<file path="src/iep_pkg.sv">
package iep_pkg;

  // ----------------------------------------------------------------
  // Register addresses in the special-function space
  // ----------------------------------------------------------------
  localparam logic [7:0] IRQ_EN1_ADDR = 8'hb1;
  localparam logic [7:0] PRIO_MSB1_ADDR = 8'hb3;
  localparam logic [7:0] PRIO_MSB0_ADDR = 8'hb7;

  // ----------------------------------------------------------------
  // Field layout
  // ----------------------------------------------------------------
  localparam int USB_BIT = 6;
  localparam int KEYPAD_BIT = 4;
  localparam int SERIAL_PERIPH_BIT = 2;
  localparam int TWO_WIRE_BIT = 1;
  localparam int CARD_BIT = 0;
  localparam int AUDIO_BIT = 6;
  localparam int DECODER_BIT = 5;
  localparam int UART_BIT = 4;
  localparam int TIMER1_BIT = 3;
  localparam int EXTINT1_BIT = 2;
  localparam int TIMER0_BIT = 1;
  localparam int EXTINT0_BIT = 0;

  // Implemented bits; all others read as zero
  localparam logic [7:0] GROUP1_MASK = 8'h57;
  localparam logic [7:0] GROUP0_MASK = 8'h7f;
  localparam logic [7:0] REG_RESET = 8'h00;

  // ----------------------------------------------------------------
  // Polling slots, lowest index wins a tie
  // ----------------------------------------------------------------
  localparam int NUM_SLOTS = 16;
  localparam int SLOT_W = 4;
  localparam int LEVEL_W = 2;
  localparam int NUM_LEVELS = 4;
  localparam int SLOT_EXTINT0 = 0;
  localparam int SLOT_TIMER0 = 1;
  localparam int SLOT_EXTINT1 = 2;
  localparam int SLOT_TIMER1 = 3;
  localparam int SLOT_UART = 4;
  localparam int SLOT_DECODER = 5;
  localparam int SLOT_AUDIO = 6;
  localparam int SLOT_KEYPAD = 7;
  localparam int SLOT_TWO_WIRE = 8;
  localparam int SLOT_SERIAL_PERIPH = 9;
  localparam int SLOT_CARD = 10;
  localparam int SLOT_USB = 13;

endpackage

</file>
<file path="src/iep_arb_if.sv">
`timescale 1ns/1ps
`default_nettype none

interface iep_arb_if;
  logic [iep_pkg::NUM_SLOTS-1:0] req;
  logic [iep_pkg::NUM_SLOTS-1:0][iep_pkg::LEVEL_W-1:0] level;
  logic [iep_pkg::NUM_LEVELS-1:0] svc_active;
  logic grant;
  logic [iep_pkg::SLOT_W-1:0] slot;
  logic [iep_pkg::LEVEL_W-1:0] grant_level;

  modport ctrl (output req, output level, output svc_active, input grant, input slot, input grant_level);
  modport arb (input req, input level, input svc_active, output grant, output slot, output grant_level);
endinterface

`default_nettype wire

</file>
<file path="src/iep_irq_regs.sv">
// Summary of operation
// - Enable register bit 6 passes or masks USB interrupts.
// - Enable register bit 4 passes or masks keypad interrupts.
// - Enable register bit 2 passes or masks serial peripheral interrupts.
// - Enable register bit 1 passes or masks two-wire interrupts.
// - Enable register bit 0 passes or masks card interrupts.
// - Unused bits 7, 5, 3 of group-one registers read zero; software writes zero.
// - Group-one enable register sits at B1h.
// - Group-zero priority MSBs sit at B7h; bit 7 unused.
// - Group-one priority MSBs sit at B3h.
// - Global enable gates every source.
// - Group-zero priority LSBs come from B8h, same bit positions.
// - Group-one priority LSBs come from B2h, same bit positions.
`timescale 1ns/1ps
`default_nettype none

module iep_irq_regs (
  input wire logic clk,
  input wire logic nrst,
  input wire logic [7:0] sfr_addr,
  input wire logic sfr_wr,
  input wire logic [7:0] sfr_wdata,
  input wire logic sfr_rd,
  output logic [7:0] sfr_rdata,
  output logic sfr_rhit,
  input wire logic global_irq_enable,
  input wire logic [6:0] group0_irq_enable,
  input wire logic [7:0] prio_lsb_group0,
  input wire logic [7:0] prio_lsb_group1,
  input wire logic [6:0] group0_req,
  input wire logic [7:0] group1_req,
  input wire logic [iep_pkg::NUM_LEVELS-1:0] svc_active,
  output logic [7:0] irq_enable_group1_out,
  output logic [7:0] prio_msb_group0_out,
  output logic [7:0] prio_msb_group1_out,
  output logic irq_pending,
  output logic [iep_pkg::SLOT_W-1:0] irq_slot,
  output logic [iep_pkg::LEVEL_W-1:0] irq_level
);

  // ----------------------------------------------------------------
  // Registers
  // ----------------------------------------------------------------
  logic [7:0] irq_enable_group1;
  logic [7:0] irq_priority_msb_group1;
  logic [7:0] irq_priority_msb_group0;

  logic usb_irq_enable;
  logic keypad_irq_enable;
  logic serial_periph_irq_enable;
  logic two_wire_irq_enable;
  logic card_irq_enable;

  iep_arb_if arb_bus ();

  // ----------------------------------------------------------------
  // Address decode
  // ----------------------------------------------------------------
  // One select per register so every write path sees the same decode
  logic sel_enable1;
  logic sel_msb1;
  logic sel_msb0;
  logic wr_enable1;
  logic wr_msb1;
  logic wr_msb0;

  assign sel_enable1 = (sfr_addr == iep_pkg::IRQ_EN1_ADDR);
  assign sel_msb1 = (sfr_addr == iep_pkg::PRIO_MSB1_ADDR);
  assign sel_msb0 = (sfr_addr == iep_pkg::PRIO_MSB0_ADDR);
  assign wr_enable1 = sfr_wr && sel_enable1;
  assign wr_msb1 = sfr_wr && sel_msb1;
  assign wr_msb0 = sfr_wr && sel_msb0;

  always_ff @(posedge clk or negedge nrst) begin
    if (!nrst) begin
      irq_enable_group1 <= iep_pkg::REG_RESET;
    end else if (wr_enable1) begin
      // Unused positions never store, so they always read zero
      irq_enable_group1 <= sfr_wdata & iep_pkg::GROUP1_MASK;
    end
  end

  always_ff @(posedge clk or negedge nrst) begin
    if (!nrst) begin
      irq_priority_msb_group1 <= iep_pkg::REG_RESET;
    end else if (wr_msb1) begin
      irq_priority_msb_group1 <= sfr_wdata & iep_pkg::GROUP1_MASK;
    end
  end

  always_ff @(posedge clk or negedge nrst) begin
    if (!nrst) begin
      irq_priority_msb_group0 <= iep_pkg::REG_RESET;
    end else if (wr_msb0) begin
      // Bit 7 is left unbuilt; it reads zero, a legal case of indeterminate
      irq_priority_msb_group0 <= sfr_wdata & iep_pkg::GROUP0_MASK;
    end
  end

  // ----------------------------------------------------------------
  // Read port
  // ----------------------------------------------------------------
  // Data lands one cycle after the strobe so the core mux sees a register
  // A read and a write in one cycle return the contents from before the write
  always_ff @(posedge clk or negedge nrst) begin
    if (!nrst) begin
      sfr_rdata <= iep_pkg::REG_RESET;
      sfr_rhit <= 1'b0;
    end else begin
      sfr_rhit <= 1'b0;
      sfr_rdata <= iep_pkg::REG_RESET;
      if (sfr_rd) begin
        unique case (sfr_addr)
          iep_pkg::IRQ_EN1_ADDR: begin
            sfr_rdata <= irq_enable_group1;
            sfr_rhit <= 1'b1;
          end
          iep_pkg::PRIO_MSB1_ADDR: begin
            sfr_rdata <= irq_priority_msb_group1;
            sfr_rhit <= 1'b1;
          end
          iep_pkg::PRIO_MSB0_ADDR: begin
            sfr_rdata <= irq_priority_msb_group0;
            sfr_rhit <= 1'b1;
          end
          default: begin
            sfr_rhit <= 1'b0;
          end
        endcase
      end
    end
  end

  assign irq_enable_group1_out = irq_enable_group1;
  assign prio_msb_group0_out = irq_priority_msb_group0;
  assign prio_msb_group1_out = irq_priority_msb_group1;

  // ----------------------------------------------------------------
  // Gating
  // ----------------------------------------------------------------
  assign usb_irq_enable = irq_enable_group1[iep_pkg::USB_BIT];
  assign keypad_irq_enable = irq_enable_group1[iep_pkg::KEYPAD_BIT];
  assign serial_periph_irq_enable = irq_enable_group1[iep_pkg::SERIAL_PERIPH_BIT];
  assign two_wire_irq_enable = irq_enable_group1[iep_pkg::TWO_WIRE_BIT];
  assign card_irq_enable = irq_enable_group1[iep_pkg::CARD_BIT];

  // Level is MSB from here and LSB from the neighbouring register
  function automatic logic [iep_pkg::LEVEL_W-1:0] iep_lvl(input logic msb, input logic lsb);
    return {msb, lsb};
  endfunction

  // Slots 11, 12, 14 and 15 carry no source; their requests stay low
  always_comb begin
    arb_bus.req = '0;
    arb_bus.level = '0;
    arb_bus.svc_active = svc_active;
    if (global_irq_enable) begin
      arb_bus.req[iep_pkg::SLOT_EXTINT0] = group0_req[iep_pkg::EXTINT0_BIT] & group0_irq_enable[iep_pkg::EXTINT0_BIT];
      arb_bus.req[iep_pkg::SLOT_TIMER0] = group0_req[iep_pkg::TIMER0_BIT] & group0_irq_enable[iep_pkg::TIMER0_BIT];
      arb_bus.req[iep_pkg::SLOT_EXTINT1] = group0_req[iep_pkg::EXTINT1_BIT] & group0_irq_enable[iep_pkg::EXTINT1_BIT];
      arb_bus.req[iep_pkg::SLOT_TIMER1] = group0_req[iep_pkg::TIMER1_BIT] & group0_irq_enable[iep_pkg::TIMER1_BIT];
      arb_bus.req[iep_pkg::SLOT_UART] = group0_req[iep_pkg::UART_BIT] & group0_irq_enable[iep_pkg::UART_BIT];
      arb_bus.req[iep_pkg::SLOT_DECODER] = group0_req[iep_pkg::DECODER_BIT] & group0_irq_enable[iep_pkg::DECODER_BIT];
      arb_bus.req[iep_pkg::SLOT_AUDIO] = group0_req[iep_pkg::AUDIO_BIT] & group0_irq_enable[iep_pkg::AUDIO_BIT];
      arb_bus.req[iep_pkg::SLOT_USB] = group1_req[iep_pkg::USB_BIT] & usb_irq_enable;
      arb_bus.req[iep_pkg::SLOT_KEYPAD] = group1_req[iep_pkg::KEYPAD_BIT] & keypad_irq_enable;
      arb_bus.req[iep_pkg::SLOT_SERIAL_PERIPH] =
        group1_req[iep_pkg::SERIAL_PERIPH_BIT] & serial_periph_irq_enable;
      arb_bus.req[iep_pkg::SLOT_TWO_WIRE] = group1_req[iep_pkg::TWO_WIRE_BIT] & two_wire_irq_enable;
      arb_bus.req[iep_pkg::SLOT_CARD] = group1_req[iep_pkg::CARD_BIT] & card_irq_enable;
    end
    arb_bus.level[iep_pkg::SLOT_EXTINT0] = iep_lvl(irq_priority_msb_group0[iep_pkg::EXTINT0_BIT],
      prio_lsb_group0[iep_pkg::EXTINT0_BIT]);
    arb_bus.level[iep_pkg::SLOT_TIMER0] = iep_lvl(irq_priority_msb_group0[iep_pkg::TIMER0_BIT],
      prio_lsb_group0[iep_pkg::TIMER0_BIT]);
    arb_bus.level[iep_pkg::SLOT_EXTINT1] = iep_lvl(irq_priority_msb_group0[iep_pkg::EXTINT1_BIT],
      prio_lsb_group0[iep_pkg::EXTINT1_BIT]);
    arb_bus.level[iep_pkg::SLOT_TIMER1] = iep_lvl(irq_priority_msb_group0[iep_pkg::TIMER1_BIT],
      prio_lsb_group0[iep_pkg::TIMER1_BIT]);
    arb_bus.level[iep_pkg::SLOT_UART] = iep_lvl(irq_priority_msb_group0[iep_pkg::UART_BIT],
      prio_lsb_group0[iep_pkg::UART_BIT]);
    arb_bus.level[iep_pkg::SLOT_DECODER] = iep_lvl(irq_priority_msb_group0[iep_pkg::DECODER_BIT],
      prio_lsb_group0[iep_pkg::DECODER_BIT]);
    arb_bus.level[iep_pkg::SLOT_AUDIO] = iep_lvl(irq_priority_msb_group0[iep_pkg::AUDIO_BIT],
      prio_lsb_group0[iep_pkg::AUDIO_BIT]);
    arb_bus.level[iep_pkg::SLOT_USB] = iep_lvl(irq_priority_msb_group1[iep_pkg::USB_BIT],
      prio_lsb_group1[iep_pkg::USB_BIT]);
    arb_bus.level[iep_pkg::SLOT_KEYPAD] = iep_lvl(irq_priority_msb_group1[iep_pkg::KEYPAD_BIT],
      prio_lsb_group1[iep_pkg::KEYPAD_BIT]);
    arb_bus.level[iep_pkg::SLOT_SERIAL_PERIPH] = iep_lvl(irq_priority_msb_group1[iep_pkg::SERIAL_PERIPH_BIT],
      prio_lsb_group1[iep_pkg::SERIAL_PERIPH_BIT]);
    arb_bus.level[iep_pkg::SLOT_TWO_WIRE] = iep_lvl(irq_priority_msb_group1[iep_pkg::TWO_WIRE_BIT],
      prio_lsb_group1[iep_pkg::TWO_WIRE_BIT]);
    arb_bus.level[iep_pkg::SLOT_CARD] = iep_lvl(irq_priority_msb_group1[iep_pkg::CARD_BIT],
      prio_lsb_group1[iep_pkg::CARD_BIT]);
  end

  iep_arbiter u_arb (
    .arb(arb_bus.arb)
  );

  // ----------------------------------------------------------------
  // Request to the core
  // ----------------------------------------------------------------
  // Registered so a long arbitration path never reaches the core fetch logic
  always_ff @(posedge clk or negedge nrst) begin
    if (!nrst) begin
      irq_pending <= 1'b0;
      irq_slot <= '0;
      irq_level <= '0;
    end else begin
      irq_pending <= arb_bus.grant;
      irq_slot <= arb_bus.slot;
      irq_level <= arb_bus.grant_level;
    end
  end

endmodule

`default_nettype wire

</file>
<file path="src/iep_arbiter.sv">
`timescale 1ns/1ps
`default_nettype none

module iep_arbiter (
  iep_arb_if.arb arb
);

  // Lowest level at which a request may preempt what is in service
  function automatic logic [iep_pkg::LEVEL_W:0] iep_ceiling(input logic [iep_pkg::NUM_LEVELS-1:0] act);
    logic [iep_pkg::LEVEL_W:0] c;
    c = '0;
    for (int l = 0; l < iep_pkg::NUM_LEVELS; l++) begin
      if (act[l]) begin
        c = (iep_pkg::LEVEL_W + 1)'(l + 1);
      end
    end
    return c;
  endfunction

  logic [iep_pkg::LEVEL_W:0] floor_lvl;
  logic found;
  logic [iep_pkg::SLOT_W-1:0] best_slot;
  logic [iep_pkg::LEVEL_W-1:0] best_lvl;

  always_comb begin
    floor_lvl = iep_ceiling(arb.svc_active);
    found = 1'b0;
    best_slot = '0;
    best_lvl = '0;
    // Strict compare keeps the earlier slot on an equal level
    for (int s = 0; s < iep_pkg::NUM_SLOTS; s++) begin
      if (arb.req[s] && ({1'b0, arb.level[s]} >= floor_lvl) &&
          (!found || arb.level[s] > best_lvl)) begin
        found = 1'b1;
        best_slot = iep_pkg::SLOT_W'(s);
        best_lvl = arb.level[s];
      end
    end
  end

  assign arb.grant = found;
  assign arb.slot = best_slot;
  assign arb.grant_level = best_lvl;

endmodule

`default_nettype wire

</file>
<file path="config.mk">
export PLATFORM = sky130hd
export DESIGN_NAME = iep_irq_regs
export DESIGN_NICKNAME = d
export VERILOG_FILES = /design/src/iep_pkg.sv /design/src/iep_arb_if.sv /design/src/iep_irq_regs.sv /design/src/iep_arbiter.sv
export SDC_FILE = /design/constraint.sdc
export NUM_CORES = 1
export LEC_CHECK = 0
export ABC_AREA = 1
export BUFFER_PORTS_ARGS = -buffer_cell sky130_fd_sc_hd__buf_4
export CAP_MARGIN = 20
export CORE_AREA = 5 5 85 87
export DETAILED_ROUTE_END_ITERATION = 16
export DIE_AREA = 0 0 90 92
export PLACE_DENSITY = 0.75
export SLEW_MARGIN = 20
export SYNTH_ARGS = -nofsm -noshare
export SYNTH_HDL_FRONTEND = slang
export SYNTH_SLANG_ARGS = --single-unit
</file>
<file path="constraint.sdc">
create_clock -name clk -period 14.1 [get_ports clk]
set_input_delay 1.41 -clock clk [delete_from_list [all_inputs] [get_ports clk]]
set_output_delay 1.41 -clock clk [all_outputs]
set_load 0.005 [all_outputs]
</file>
Word level (Yosys, flattened, before mapping)
Cells that the tools add are included.
{"block": "word_totals", "reg_bits": 33, "in_bits": 63, "output_inout_bits": 40, "wordCells": 140}
{"block": "classes", "order_cmp": 23, "n_eq_ne": 3, "n_mux": 45, "n_bitwise": 12, "reduce_logical": 49}
{"cell": "2-bit by 3-bit greater-or-equal comparator with 1-bit output", "count": 12}
{"cell": "2-bit 2-to-1 mux", "count": 14}
{"cell": "1-bit logical AND", "count": 26}
{"cell": "8-bit == test, second input constant", "count": 3}
{"cell": "2-bit > comparator", "count": 11}
{"cell": "3-bit 2-to-1 mux", "count": 7}
{"cell": "7-bit case mux with 3 select lines", "count": 1}
{"cell": "1-bit 2-to-1 mux", "count": 17}
{"cell": "4-bit 2-to-1 mux", "count": 4}
{"cell": "1-bit AND", "count": 12}
{"cell": "1-bit logical NOT", "count": 11}
{"cell": "1-bit logical OR", "count": 11}
{"cell": "11-bit 2-to-1 mux", "count": 1}
{"cell": "8-bit 2-to-1 mux", "count": 1}
{"cell": "3-bit OR reduction", "count": 1}

Logic depth before layout (Yosys ltp)
{"block": "depth", "ltp_word": 51, "depth_mapped": 103, "ltp_nobuf": 103}

Modules after synthesis
Synthesis repeated with hierarchy kept, for this count alone.
{"block": "hier_totals", "cells_unflattened": 565, "area_unflattened_um2": 3688.5}
{"module": "iep_arbiter", "n_inst": 1, "cells_per_inst": 389, "area_per_inst_um2": 2153.3, "seq_area_each_um2": 0.0}
{"module": "iep_irq_regs", "n_inst": 1, "cells_per_inst": 176, "area_per_inst_um2": 1535.2, "seq_area_each_um2": 800.8}

Least setup slack after synthesis
OpenSTA, ideal clock, no wires.
{"block": "synth_timing", "path_type": "input to register", "start": "input port svc_active[2] in the netlist's numbering", "end": "register irq_level[1] in the netlist's numbering", "setup_time_ns": 0.117, "arrival_ns": 12.495, "required_time_ns": 13.983, "slack_ns": 1.488, "cell_stages": 99, "path_buffers": 0, "path_cell_list": "o21ai_0 -> ha_1 -> inv_1 -> nand2_1 -> nand2_2 -> nor2_1 -> inv_1 -> ha_1 -> inv_1 -> nor2_1 -> o21ai_0 -> nand3_1 -> nand2_1 -> nand2_1 -> nand2_1 -> inv_1 -> ha_1 -> inv_1 -> [63 not listed] -> ha_1 -> inv_1 -> nor2_1 -> o21ai_0 -> nand2_1 -> nand2_1 -> inv_1 -> nand2_1 -> nand2_1 -> ha_1 -> inv_1 -> nor2_1 -> o21ai_0 -> nand2_1 -> nand2_2 -> clkinv_1 -> nand2_1 -> nand2_1"}
{"block": "synth_via", "elab_chain_cells": 49, "word_cells_on_any_way": 93, "cone_classes": "order compare (23); mux (25); reduce/logical (45)"}
{"item": "start: declaration", "line_no": "iep_irq_regs.sv:32", "rtl": "input wire logic [iep_pkg::NUM_LEVELS-1:0] svc_active,"}
{"item": "3-bit 2-to-1 mux * (2 in a row)", "line_no": "iep_arbiter.sv:13", "rtl": "if (act[l]) begin"}
{"item": "2-bit by 3-bit greater-or-equal comparator with 1-bit output", "line_no": "iep_arbiter.sv:32", "rtl": "if (arb.req[s] && ({1'b0, arb.level[s]} >= floor_lvl) &&"}
{"item": "1-bit logical AND", "line_no": "iep_arbiter.sv:32"}
{"item": "2-bit 2-to-1 mux / 1-bit 2-to-1 mux (equally long branches)", "line_no": "iep_arbiter.sv:32"}
{"item": "2-bit > comparator / 1-bit logical NOT (equally long branches)", "line_no": "iep_arbiter.sv:33", "rtl": "(!found || arb.level[s] > best_lvl)) begin"}
{"item": "1-bit logical OR", "line_no": "iep_arbiter.sv:33"}
{"item": "1-bit logical AND", "line_no": "iep_arbiter.sv:32"}
{"item": "2-bit 2-to-1 mux / 1-bit 2-to-1 mux (equally long branches)", "line_no": "iep_arbiter.sv:32"}
{"item": "[33 not listed]"}
{"item": "1-bit logical OR", "line_no": "iep_arbiter.sv:33"}
{"item": "1-bit logical AND", "line_no": "iep_arbiter.sv:32"}
{"item": "2-bit 2-to-1 mux / 1-bit 2-to-1 mux (equally long branches)", "line_no": "iep_arbiter.sv:32"}
{"item": "2-bit > comparator / 1-bit logical NOT (equally long branches)"}
{"item": "1-bit logical OR", "line_no": "iep_arbiter.sv:33"}
{"item": "1-bit logical AND", "line_no": "iep_arbiter.sv:32"}
{"item": "2-bit 2-to-1 mux *", "line_no": "iep_arbiter.sv:32"}
{"item": "named net arb_bus.grant_level (one bit)", "line_no": "iep_arb_if.sv:10", "rtl": "logic [iep_pkg::LEVEL_W-1:0] grant_level;"}
{"item": "end signal: assignment", "line_no": "iep_irq_regs.sv:214", "rtl": "irq_level <= arb_bus.grant_level;"}
{"item": "end: declaration", "line_no": "iep_irq_regs.sv:38", "rtl": "output logic [iep_pkg::LEVEL_W-1:0] irq_level"}
Mark *: on every way through the listed nets, which the timed path passes. The rest lies on a longest branch.
A chain may end at the register's enable or synchronous reset.

Final worst setup path
{"block": "layout_timing", "start": "input port svc_active[3] in the netlist's numbering", "end": "register irq_level[1] in the netlist's numbering"}
{"block": "layout_via", "elab_chain_cells": 48, "word_cells_on_any_way": 92, "cone_classes": "order compare (23); mux (24); reduce/logical (45)"}
{"item": "3-bit 2-to-1 mux *", "line_no": "iep_arbiter.sv:13"}
{"item": "2-bit by 3-bit greater-or-equal comparator with 1-bit output", "line_no": "iep_arbiter.sv:32"}
{"item": "1-bit logical AND", "line_no": "iep_arbiter.sv:32"}
{"item": "2-bit 2-to-1 mux / 1-bit 2-to-1 mux (equally long branches)", "line_no": "iep_arbiter.sv:32"}
{"item": "2-bit > comparator / 1-bit logical NOT (equally long branches)", "line_no": "iep_arbiter.sv:33"}
{"item": "1-bit logical OR", "line_no": "iep_arbiter.sv:33"}
{"item": "1-bit logical AND", "line_no": "iep_arbiter.sv:32"}
{"item": "2-bit 2-to-1 mux / 1-bit 2-to-1 mux (equally long branches)", "line_no": "iep_arbiter.sv:32"}
{"item": "[33 not listed]"}
{"item": "1-bit logical OR", "line_no": "iep_arbiter.sv:33"}
{"item": "1-bit logical AND", "line_no": "iep_arbiter.sv:32"}
{"item": "2-bit 2-to-1 mux / 1-bit 2-to-1 mux (equally long branches)", "line_no": "iep_arbiter.sv:32"}
{"item": "2-bit > comparator / 1-bit logical NOT (equally long branches)"}
{"item": "1-bit logical OR", "line_no": "iep_arbiter.sv:33"}
{"item": "1-bit logical AND", "line_no": "iep_arbiter.sv:32"}
{"item": "2-bit 2-to-1 mux *", "line_no": "iep_arbiter.sv:32"}
{"item": "named net arb_bus.grant_level (one bit)", "line_no": "iep_arb_if.sv:10"}
Marks and branches as above.

==> impl_metrics.csv <==
group,metric,value,unit
logic_synthesis,syn-cell-area,0.00290,mm²
routing,drtAntennaViolNets,0,
power_and_ir_drop,swShare,32.3,%
clocking,cts_max_level,2,
timing,layout_setup_ws,1.17,ns
routing,drt-wirelength-per-cell,13.6,µm
floorplanning,die_h,92,µm
grt,busiest_layer,"met2",
worst_setup_path,worst_ep_required_time,14.27,ns
clocking,cts.clk_slew.worst_paths,0.06,ns
floorplanning,pin_count,103,
timing,finalSetupTns,0,ns
worst_setup_path,cp_slowest_cell,"ha_1",
power_and_ir_drop,p_per_area,65.7,mW/mm²
grt,antenna_found_initial,0,
floorplanning,fp.coreArea,0.00628,mm²
power_and_ir_drop,switchingPower,0.0000795,W
power_and_ir_drop,p_int,0.000166,W
clocking,cts.path.max_buffers,2,
worst_setup_path,critical_path.max_fanout,6,
clocking,cts_tree,"yes",
logic_synthesis,synth_most_common_cell,"nand2_1",
logic_synthesis,yosysUniqueCellTypes,33,
timing,relSlewSlack,51.2,%
timing,final_max_slew_viol_count,0,
finish,synthToLayoutAreaGrowth,29.0,%
grt,grt_use_met3,4.01,%
routing,vias_per_cell,5.04,
logic_synthesis,synthTopCellsByArea,"dfrtp_1, ha_1, nand2_1, inv_1, o21ai_0",
power_and_ir_drop,irDropWorstVdd,0.0453,mV
worst_setup_path,critPathCaptureType,"flop",
finish,diodes,0,
routing,num_vias,2976,
clocking,cts_hold_buf,0,
finish,fin_util,59.6,%
worst_setup_path,critPathKind,"input port to flop",
grt,grt_pass1_wl,13200,µm
routing,drc,0,
grt,grt_pass1_vias,2853,
power_and_ir_drop,power.total,0.000246,W
logic_synthesis,synth_top_cell_area_share,27.6,%
worst_setup_path,cpPeakStageDelay,0.30,ns
clocking,cts_buffers,5,
floorplanning,start_util,46.2,%
power_and_ir_drop,sequentialPowerShare,41.4,%
finish,final_nets,608,
timing,timing.final.crit_share,91.7,%
routing,drtPass1Iterations,4,
timing,clock_skew,0.00405,ns
clocking,root_buffer,"clkbuf_8",
timing,min_period,12.93,ns
clocking,cts.sink_count,32,
grt,grt_use_met1,24.3,%
floorplanning,fp-row-count,29,
timing,fin_hold_ws,0.569,ns
logic_synthesis,synth-edff-count,0,
timing,tightest_slew,0.730,ns
logic_synthesis,synth.avg_cell_area,6.94,µm²
worst_setup_path,path_common_cell,"nand2_1",
power_and_ir_drop,p_leak,2.17,nW
logic_synthesis,synth_cells,418,
logic_synthesis,yosys_warnings,0,
grt,grt_max_degree,33,
timing,setup_viol,0,
logic_synthesis,yosysTopAreaCell,"dfrtp_1",
grt,use_met2,33.1,%
grt,overflow,0,
placed_design,dp_hpwl,6460,µm
logic_synthesis,async_flop_share,100,%
finish,final.fill_count,610,
floorplanning,fp.dieW,90,µm
run,cap_violations,0,
timing,final-hold-violation-count,0,
outcome,status,"finished clean",
placed_design,gp_congestion,0.862,
worst_setup_path,arrival,13.10,ns
clocking,worst_skew_pair.late_latency,0.28,ns
logic_synthesis,ys_seq_area_share,27.6,%
routing,drtIter0Drc,170,
placed_design,numPortBuffers,86,
placed_design,dpl_worst_slack,0.443,ns
grt,track_usage,19.1,%
worst_setup_path,start_kind,"input port",
logic_synthesis,yosys-top-cells-count,"nand2_1, inv_1, o21ai_0",
floorplanning,die_area,0.00828,mm²
timing,fmaxAchievable,77.4,MHz
logic_synthesis,ys_ff_latch,32,
finish,drive_gt1_share,29.4,%
worst_hold_path,hold_class,"flop to flop",
routing,wl,8010,µm
logic_synthesis,synthFlopType,"dfrtp_1",
power_and_ir_drop,clkPwrFrac,26.6,%
power_and_ir_drop,comb_power_share,32.0,%
-- power groups by stage --
| stage | combinational, W | clock (W) | sequential [W] |
|---|---|---|---|
| after floorplan | 0.0000454 | 0 | 0.000102 |
| after global placement | 0.0000732 | 0 | 0.000103 |
| after detailed placement | 0.0000771 | 0 | 0.000103 |
| after CTS | 0.0000775 | 0.0000669 | 0.000102 |
| after global routing | 0.0000908 | 0.0000712 | 0.000102 |
| final | 0.0000788 | 0.0000655 | 0.000102 |
-- worst paths after layout --
check                                                end  slack [ns]  cells past startpoint                startpoint
worst max-delay path                        irq_level[1]        1.17                    102             svc_active[3]
worst min-delay path            irq_enable_group1_out[6]        0.57                      2  irq_enable_group1_out[6]
worst max register to register              irq_level[1]        2.29                     98    prio_msb_group0_out[0]
worst min register to register  irq_enable_group1_out[6]        0.57                      2  irq_enable_group1_out[6]
max in group asynchronous       irq_enable_group1_out[1]       12.75                      1                      nrst
min in group asynchronous                    irq_slot[0]        1.05                      1                      nrst
-- logic make-up (layout without fill, tap and decap cells) --
family	Yosys count	in the layout	share of synthesized area (%)
simple gates	195	195	32.2
fa+ha+maj	32	32	13.8
other cells	1	8	0.129
buf+inv	92	180	13.2
flops	32	32	27.6
compound gates	66	66	13.1
-- cells in the final DEF (no fill, tap or decap) --
cell type and count:
nand3_1 25, or3_1 1, nand2_2 21, nor3b_1 1, nand2_4 3, clkbuf_8 5, a21oi_2 3, nor2_2 1
nor3_1 3, nor4_1 1, o31ai_1 1, a21oi_1 9, ha_1 32, and2_1 6, conb_1 8, o21ai_1 4
nor2_4 1, dfrtp_1 32, nor3_2 1, nand4_1 2, inv_1 74, or2_2 2, inv_2 6, nand2_1 97
o21ai_0 37, buf_4 91, nand3_2 11, o211ai_1 3, o21a_1 1, nor2_1 18, clkbuf_1 1, clkinv_1 2
o21ai_2 5, clkinv_2 1, o221ai_1 3, or2_1 1
-- through the flow --
step | instances | area, µm²
global route | 590 | 3740
floorplan | 425 | 2930
finish | 590 | 3740
detailed placement | 579 | 3600
global placement | 579 | 3600
CTS | 586 | 3680
-- sequential cells by signal (all words and copies together), names as in the netlist --
register               count
irq_enable_group1_out      5
irq_level                  2
irq_pending                1
irq_slot                   4
prio_msb_group0_out        7
prio_msb_group1_out        5
sfr_rdata                  7
sfr_rhit                   1
-- timing repair --
item | 4_1_cts | 5_1_grt
hold endpoints to repair | 0 | 0
setup endpoints to repair | 0 | 6
gates resized for setup | 0 | 14
setup buffers | 0 | 4
-- area by class of cell --
cell class / count / area [µm²] / area share [%]
inverters: 82 / 308 / 8.22
clock inverters: 1 / 5.00 / 0.134
flip-flops and latches: 32 / 801 / 21.4
repair buffers: 91 / 683 / 18.2
well taps: 77 / 96.3 / 2.57
multi-input cells: 301 / 1780 / 47.5
clock buffers: 6 / 72.6 / 1.94
-- worst max-delay path, delay by kind of cell --
family | cells | cell delay [ns]
buffers and inverters | 20 | 1.38
AO/OA/AOI/OAI | 16 | 2.16
AND/OR/NAND/NOR | 54 | 4.73
adder cells (fa/ha/maj) | 12 | 3.40
-- layer usage --
metal	vias to the layer above	wire, µm
li1	1506	-
met1	1379	3470
met2	83	4030
met3	8	424
met4	0	79
met5	-	0
(Power assumes the default switching activity.)
